`src/inc/sahc_regs.svh`:
```
// Constants of the servo anti-hunt controller
`ifndef SAHC_REGS_SVH
`define SAHC_REGS_SVH
`define SAHC_CLK_HZ          25000000
`define SAHC_TICK_NS         120000
`define SAHC_TICK_CYCLES     ((`SAHC_TICK_NS * (`SAHC_CLK_HZ / 1000000)) / 1000)
`define SAHC_DELAY_RESET     16'h04E2
`define SAHC_OPEN_THR_RESET  16'h000A
`define SAHC_CLOSE_THR_RESET 16'h0004
`define SAHC_THR_MAX         16'h008C
`define SAHC_MODE_STOPPED    1'h0
`define SAHC_MODE_MOVING     1'h1
`endif

```
`src/inc/sahc_pkg.sv`:
```
// Types of the servo anti-hunt controller
package sahc_pkg;
	typedef enum logic [1:0] {
		SAHC_CLOSED   = 2'h0,
		SAHC_SETTLING = 2'h1,
		SAHC_OPEN     = 2'h3
	} sahc_state_type;
	typedef struct packed {
		logic        write;
		logic [15:0] open_thr;
		logic [15:0] close_thr;
	} sahc_thr_cmd_type;
	typedef struct packed {
		logic        write;
		logic [15:0] value;
	} sahc_word_cmd_type;
endpackage

```
`src/verilog/sahc_core.sv`:
```
// Anti-hunt supervisor deciding open or closed position loop
// Notes on behaviour
// - Leave open loop when error exceeds exit threshold
// - Entry threshold is signed, -140 to 140
// - Non-negative entry: error at or below entry, torque below holding
// - Negative entry: skip torque check
// - Zero torque limits: thresholds form plain dead-band
// - Wait settling ticks of 120 us before entering
// - Mode 0: motion forces closed loop
// - Mode 1: ignore motion, error and torque checks govern
// - Mode 0 restores default; values above 1 rejected
`include "sahc_regs.svh"
module sahc_core (
	// Clock and reset
	input  wire logic                       clk_in,
	input  wire logic                       reset_in,
	// Configuration commands
	input  wire sahc_pkg::sahc_thr_cmd_type  thr_cmd_in,
	input  wire sahc_pkg::sahc_word_cmd_type delay_cmd_in,
	input  wire sahc_pkg::sahc_word_cmd_type mode_cmd_in,
	input  wire sahc_pkg::sahc_thr_cmd_type  torque_limit_set_in,
	// Servo loop signals
	input  wire logic                       in_motion_in,
	input  wire logic signed [15:0]         pos_error_in,
	input  wire logic [15:0]                torque_cmd_in,
	// Status
	output logic                            open_loop_out,
	output logic                            dead_band_out,
	output logic                            mode_out,
	output logic                            cmd_error_out
);
	localparam int TICK_CYC = `SAHC_TICK_CYCLES;

	logic [15:0]             open_thr_q;
	logic signed [15:0]      close_thr_q;
	logic [15:0]             delay_q;
	logic                    mode_q;
	logic [15:0]             hold_tq_q;
	logic [15:0]             move_tq_q;
	logic [11:0]             tick_cnt_q;
	logic                    tick_q;
	logic [15:0]             settle_q;
	sahc_pkg::sahc_state_type state_q;
	logic                    cmd_err_q;
	logic                    dead_q;

	logic [15:0] abs_err;
	logic        entry_ok;
	logic        exit_hit;
	logic        thr_ok;
	logic        zero_tq;

	// Magnitude of error; most negative value gives 16'h8000, exact as unsigned
	assign abs_err  = pos_error_in[15] ? 16'(-pos_error_in) : pos_error_in;
	assign zero_tq  = (hold_tq_q == 16'h0000) && (move_tq_q == 16'h0000);
	// Negative entry limit compares against its magnitude
	assign thr_ok   = close_thr_q[15]
		? (abs_err <= 16'(-close_thr_q))
		: (abs_err <= 16'(close_thr_q));
	// Torque check only with non-negative limit and torque limits not both zero
	assign entry_ok = thr_ok
		&& (close_thr_q[15] || zero_tq || (torque_cmd_in < hold_tq_q))
		&& (mode_q == `SAHC_MODE_MOVING || !in_motion_in);
	assign exit_hit = (abs_err > open_thr_q)
		|| (mode_q == `SAHC_MODE_STOPPED && in_motion_in);

	// Threshold configuration; out-of-range writes rejected whole
	always_ff @(posedge clk_in) begin
		if (reset_in) begin
			open_thr_q  <= `SAHC_OPEN_THR_RESET;
			close_thr_q <= `SAHC_CLOSE_THR_RESET;
		end else if (thr_cmd_in.write
			&& !thr_cmd_in.open_thr[15] && thr_cmd_in.open_thr <= `SAHC_THR_MAX
			&& (thr_cmd_in.close_thr[15]
				? (16'(-thr_cmd_in.close_thr) <= `SAHC_THR_MAX)
				: (thr_cmd_in.close_thr <= `SAHC_THR_MAX))) begin
			open_thr_q  <= thr_cmd_in.open_thr;
			close_thr_q <= thr_cmd_in.close_thr;
		end
	end

	// Settling delay, any 16-bit value accepted
	always_ff @(posedge clk_in) begin
		if (reset_in)
			delay_q <= `SAHC_DELAY_RESET;
		else if (delay_cmd_in.write)
			delay_q <= delay_cmd_in.value;
	end

	// Mode; values other than 0 or 1 flag an error and keep mode
	always_ff @(posedge clk_in) begin
		if (reset_in) begin
			mode_q    <= `SAHC_MODE_STOPPED;
			cmd_err_q <= 1'b0;
		end else if (mode_cmd_in.write) begin
			if (mode_cmd_in.value[15:1] == 15'h0000) begin
				mode_q    <= mode_cmd_in.value[0];
				cmd_err_q <= 1'b0;
			end else
				cmd_err_q <= 1'b1;
		end
	end

	// Torque limits from the limit command
	always_ff @(posedge clk_in) begin
		if (reset_in) begin
			hold_tq_q <= 16'h0000;
			move_tq_q <= 16'h0000;
		end else if (torque_limit_set_in.write) begin
			hold_tq_q <= torque_limit_set_in.close_thr;
			move_tq_q <= torque_limit_set_in.open_thr;
		end
	end

	// Tick divider, 3000 clocks per 120 us
	always_ff @(posedge clk_in) begin
		if (reset_in) begin
			tick_cnt_q <= 12'h000;
			tick_q     <= 1'b0;
		end else if (32'(tick_cnt_q) == TICK_CYC - 1) begin
			tick_cnt_q <= 12'h000;
			tick_q     <= 1'b1;
		end else begin
			tick_cnt_q <= tick_cnt_q + 12'h001;
			tick_q     <= 1'b0;
		end
	end

	// Loop state; settle count restarts if entry fails midway
	always_ff @(posedge clk_in) begin
		if (reset_in) begin
			state_q  <= sahc_pkg::SAHC_CLOSED;
			settle_q <= 16'h0000;
		end else begin
			unique case (state_q)
				sahc_pkg::SAHC_CLOSED: begin
					settle_q <= 16'h0000;
					if (entry_ok)
						state_q <= (delay_q == 16'h0000) ? sahc_pkg::SAHC_OPEN
							: sahc_pkg::SAHC_SETTLING;
				end
				sahc_pkg::SAHC_SETTLING: begin
					if (!entry_ok) begin
						state_q  <= sahc_pkg::SAHC_CLOSED;
						settle_q <= 16'h0000;
					end else if (tick_q) begin
						if (settle_q + 16'h0001 >= delay_q)
							state_q <= sahc_pkg::SAHC_OPEN;
						settle_q <= settle_q + 16'h0001;
					end
				end
				sahc_pkg::SAHC_OPEN: begin
					settle_q <= 16'h0000;
					if (exit_hit)
						state_q <= sahc_pkg::SAHC_CLOSED;
				end
				default: state_q <= sahc_pkg::SAHC_CLOSED;
			endcase
		end
	end

	// Registered dead-band flag for zero torque limits
	always_ff @(posedge clk_in) begin
		if (reset_in)
			dead_q <= 1'b0;
		else
			dead_q <= zero_tq;
	end

	// Only the open code has bit 1 set, so the output is a plain flop bit
	assign open_loop_out = state_q[1];
	assign dead_band_out = dead_q;
	assign mode_out      = mode_q;
	assign cmd_error_out = cmd_err_q;

	// Checks
	property p_exit_on_error;
		@(posedge clk_in) disable iff (reset_in)
		(state_q == sahc_pkg::SAHC_OPEN && abs_err > open_thr_q)
			|=> state_q == sahc_pkg::SAHC_CLOSED;
	endproperty
	a_exit_on_error: assert property (p_exit_on_error) else $error("no exit on error");

	property p_motion_closes;
		@(posedge clk_in) disable iff (reset_in)
		(mode_q == 1'b0 && in_motion_in) |=> state_q != sahc_pkg::SAHC_OPEN;
	endproperty
	a_motion_closes: assert property (p_motion_closes) else $error("open while moving");

	property p_settle_restart;
		@(posedge clk_in) disable iff (reset_in)
		(state_q == sahc_pkg::SAHC_SETTLING && !entry_ok) |=> settle_q == 16'h0000;
	endproperty
	a_settle_restart: assert property (p_settle_restart) else $error("count kept");

	property p_open_needs_settle;
		@(posedge clk_in) disable iff (reset_in)
		($rose(open_loop_out) && $past(state_q) == sahc_pkg::SAHC_SETTLING)
			|-> $past(settle_q) + 16'h0001 >= $past(delay_q);
	endproperty
	a_open_needs_settle: assert property (p_open_needs_settle) else $error("early open");

	property p_bad_mode;
		@(posedge clk_in) disable iff (reset_in)
		(mode_cmd_in.write && mode_cmd_in.value[15:1] != 15'h0000)
			|=> cmd_error_out && mode_q == $past(mode_q);
	endproperty
	a_bad_mode: assert property (p_bad_mode) else $error("bad mode taken");

	property p_tick_period;
		@(posedge clk_in) disable iff (reset_in)
		tick_q |=> !tick_q [*8];
	endproperty
	a_tick_period: assert property (p_tick_period) else $error("tick too fast");

	property p_enter_ok;
		@(posedge clk_in) disable iff (reset_in)
		(state_q == sahc_pkg::SAHC_CLOSED && !close_thr_q[15] && !zero_tq
			&& torque_cmd_in >= hold_tq_q) |=> state_q == sahc_pkg::SAHC_CLOSED;
	endproperty
	a_enter_ok: assert property (p_enter_ok) else $error("entry without cause");

	property p_neg_skip;
		@(posedge clk_in) disable iff (reset_in)
		(state_q == sahc_pkg::SAHC_CLOSED && close_thr_q[15] && !in_motion_in
			&& abs_err <= 16'(-close_thr_q)) |=> state_q != sahc_pkg::SAHC_CLOSED;
	endproperty
	a_neg_skip: assert property (p_neg_skip) else $error("torque checked");

	c_open: cover property (@(posedge clk_in) $rose(open_loop_out));
	c_exit: cover property (@(posedge clk_in) $fell(open_loop_out));
	c_restart: cover property (@(posedge clk_in)
		state_q == sahc_pkg::SAHC_SETTLING ##1 state_q == sahc_pkg::SAHC_CLOSED);
endmodule // sahc_core
```
`config.mk`:
```
export PLATFORM = sky130hd
export DESIGN_NAME = sahc_core
export DESIGN_NICKNAME = d
export VERILOG_FILES = /design/src/inc/sahc_pkg.sv /design/src/verilog/sahc_core.sv
export VERILOG_INCLUDE_DIRS = /design/src /design/src/inc
export SDC_FILE = /design/constraint.sdc
export NUM_CORES = 1
export LEC_CHECK = 0
export BUFFER_PORTS_ARGS = -buffer_cell sky130_fd_sc_hd__buf_4
export CAP_MARGIN = 15
export CORE_UTILIZATION = 60
export DETAILED_ROUTE_END_ITERATION = 7
export MAX_ROUTING_LAYER = met4
export PLACE_DENSITY_LB_ADDON = 0.15
export SETUP_SLACK_MARGIN = 0.2
export SLEW_MARGIN = 20
export SYNTH_ARGS = -nofsm -noshare
export SYNTH_HDL_FRONTEND = slang
export SYNTH_SLANG_ARGS = --single-unit
```
`constraint.sdc`:
```
create_clock -name clk_in -period 13.54 [get_ports clk_in]
set_input_delay 2.708 -clock clk_in [delete_from_list [all_inputs] [get_ports clk_in]]
set_output_delay 2.708 -clock clk_in [all_outputs]
set_load 0.02 [all_outputs]
```
==> flow_summary.toml <==
[placement]
place.port_buffers = 138
dp.cells = 1088
place_area_um2 = 8150
place_congestion = 0.903
dp_hpwl_mm = 12.9

[logic_synthesis]
ys_seq_area_share_pct = 32.4
synth_ff_type = "dfxtp_1"
synth_cells = 833
synth_xor_area_share_pct = 6.21
async_flop_share_pct = 0
synthMuxAreaShare_pct = 8.24
avgSynthCellArea_um2 = 8.46
yosysUniqueCellTypes = 52
synth_fp_nets = 1053
synth-compound-area-share_pct = 12.2
synth-seq-cells = 114
synth_edf_count = 0
synth-simple-area-share_pct = 19.9
synthAdderAreaFrac_pct = 15.1
synth_top_family_by_area = "simple AND/OR/NAND/NOR gates"
netlist_area_um2 = 7050
ys_warn_count = 0

[worst_setup_path]
cp.arrival_ps = 7070
start_kind = "primary input"
cpMaxStageDelayCell = "nor4b_1"
rr_worst_depth = 14
rrSetupSlack_ps = 8870
worstPathRequired_ps = 13900
r2r_end = "settle_q[14]"
path_cells = "buf_4, or4_1, or4_1, nor4b_1, ha_1, nand4_1, nor2_1, a221o_1, o311ai_2, nand4_1, nor3b_1, a31o_2"
path_max_fanout = 15
max_stage_delay_ps = 630
r2r_start = "close_thr_q[2]"
crit_path_end_kind = "flop"
critPathKind = "in2reg"

[detailed_routing]
viasPerCell = 5.72
antenna_left = 0
post_drt_wl_per_cell_um = 15.5
drt_iter0_drc = 412
wirelength_mm = 17.4
vias = 6402
drc_errors = 0
drt_pass1_iterations = 5

[min_path]
min_path_type = "reg2reg"
hold_end = "tick_cnt_q[0]"
min_path_cells = 1
hold_start = "tick_cnt_q[0]"

[floorplan]
core-area_um2 = 11400
die-area_um2 = 12200
start_util_pct = 61.7
boundaryPins = 139
die_h_um = 110
row_count = 39
die_w_um = 110

[cells_and_area]
fin_cells = 1120
multi_input_area_um2 = 4340
seqCellArea_um2 = 2280
nets = 1184
final_area_um2 = 8730
n_antenna_cell = 0
syn2layout_area_growth_pct = 23.8
drive_gt1_share_pct = 18.7
fillers = 884

[global_route]
antenna_found_initial = 0
grt_pass1_wl_mm = 27.4
grt_max_degree = 73
grt_use_total_pct = 30.4
grt_pass1_vias = 6068
grt_remaining_overflow = 0

[timing]
rsz0062_at_grt = "false"
worst_pin_slew_ps = 891
final-hold-violation-count = 0
period_share_pct = 49.6
clock.fmax_mhz = 149
finalSetupViolations = 0
fin_worst_skew_ps = 6.27
min_period_ps = 6710
setup_tns_ps = 0
drv_slew = 0
slew_headroom_pct = 40.5

[status]
status = "complete, no violations"

[clocking]
post-cts-setup-buffers = 0
cts_tree = "built"
cts_sinks = 114
cts_max_path_buffers = 2
cts_max_level = 4
cts_resized = 0
cts_made_buffers = 17
clk_latency_ps = 420
cts.reportedPaths.clkPinSlew_ps = 50
postCtsHoldBufs = 0
clockRootBuffer = "clkbuf_16"

[job]
drv_cap = 0

[pwr]
p_leak_nw = 4.04
power.density_nw_per_um2 = 109
vdd.ir_drop.worst_v = 0.000123
[kinds of logic after synthesis]
| group | after synthesis |
|---|---|
| AO/OA/AOI/OAI | 131 |
| flip-flops | 114 |
| multiplexers | 58 |
| buffers and inverters | 108 |
| adder cells (fa/ha/maj) | 85 |
| AND/OR/NAND/NOR | 287 |
| XOR/XNOR | 50 |
[cell usage after synthesis, drive strengths merged, types with 5 or more instances]
| library cell | count | area share (%) |
|---|---|---|
| o31ai | 15 | 1.6 |
| clkbuf | 15 | 0.80 |
| nand4 | 26 | 2.3 |
| a211oi | 5 | 0.53 |
| mux2i | 58 | 8.2 |
| nor4 | 20 | 1.8 |
| xnor2 | 37 | 4.6 |
| xor2 | 13 | 1.6 |
| nor2b | 11 | 0.98 |
| a21o | 8 | 0.85 |
| dfxtp | 114 | 32 |
| buf | 12 | 0.87 |
| ha | 85 | 15 |
| nor3 | 15 | 1.1 |
| o21ai | 30 | 2.1 |
| and3 | 17 | 1.5 |
| nand2 | 52 | 2.8 |
| nor2 | 101 | 5.4 |
| inv | 81 | 4.3 |
| a31o | 6 | 0.75 |
| o211ai | 12 | 1.3 |
| nand3 | 20 | 1.5 |
| a21oi | 36 | 2.6 |
[area by class of cell]
class,instances,area share [%]
clock buffers,21,5.39
clock inverters,11,1.18
inverters,81,3.48
multi-input cells,611,49.8
flip-flops and latches,114,26.2
well taps,143,2.05
repair buffers,139,12.0
[state kept, by name (all words and copies together), names as in the netlist]
signal         flops
move_tq_q         16
open_thr_q        16
cmd_error_out      1
tick_cnt_q        12
dead_band_out      1
settle_q          16
close_thr_q       16
delay_q           16
state_q            2
tick_q             1
mode_out           1
hold_tq_q         16
[worst max path at each step]
stage	start	to	slack, ps	depth (start not counted)
6_report	pos_error_in[7]	settle_q[14]	6830	12
5_1_grt	pos_error_in[7]	settle_q[8]	6680	13
4_1_cts	pos_error_in[7]	settle_q[14]	6890	12
3_5_place_dp	pos_error_in[7]	settle_q[12]	6520	12
3_3_place_gp	pos_error_in[7]	settle_q[12]	6560	12
2_1_floorplan	pos_error_in[7]	settle_q[10]	7320	15
[per-layer routing]
| layer | GRT usage, % | vias to the layer above | wire length (um) |
|---|---|---|---|
| met5 | - | - | 0 |
| met1 | 37.6 | 2941 | 7860 |
| met3 | 8.17 | 31 | 1310 |
| met2 | 48.8 | 223 | 7920 |
| li1 | - | 3207 | - |
| met4 | 8.46 | 0 | 291 |
[report_power, final]
part / switching, mW / internal [mW]
registers: 0.00949 / 0.348
clock network: 0.165 / 0.268
logic: 0.0860 / 0.0761
[worst max-delay path, delay by kind of cell]
family | cells | cell delay [ps]
compound gates | 3 | 870
fa+ha+maj | 1 | 370
buf+inv | 1 | 120
simple gates | 7 | 2990
[through the flow]
stage | power, mW | utilization (%) | hold WS (ps) | worst slack, ps
finish | 0.952 | 76.4 | 459 | 6830
CTS | 0.955 | 76.4 | 464 | 6890
global placement | 0.519 | 71.4 | 436 | 6560
floorplan | 0.464 | - | 418 | 7320
detailed placement | 0.523 | 71.4 | 452 | 6520
global route | 0.990 | 76.4 | 476 | 6680
[cell usage in the layout, fill, tap and decap left out, drive strengths merged, types with 3 or more instances in the layout]
cell and n:
xor2 13, nand2b 4, a21o 8, or4 4
nor4 20, nor2 101, nor3 15, mux2i 58
dfxtp 114, or2 3, o31ai 15, o21ai 30
o211ai 12, nand4 26, and3 17, buf 139
xnor2 37, nor2b 11, clkinv 4, inv 84
a211oi 5, ha 85, nand3 20, nor4b 4
nor3b 3, clkinvlp 3, a21oi 36, nand2 52
a31o 6, clkbuf 21
Note: power is estimated with default switching activity, not from simulation.
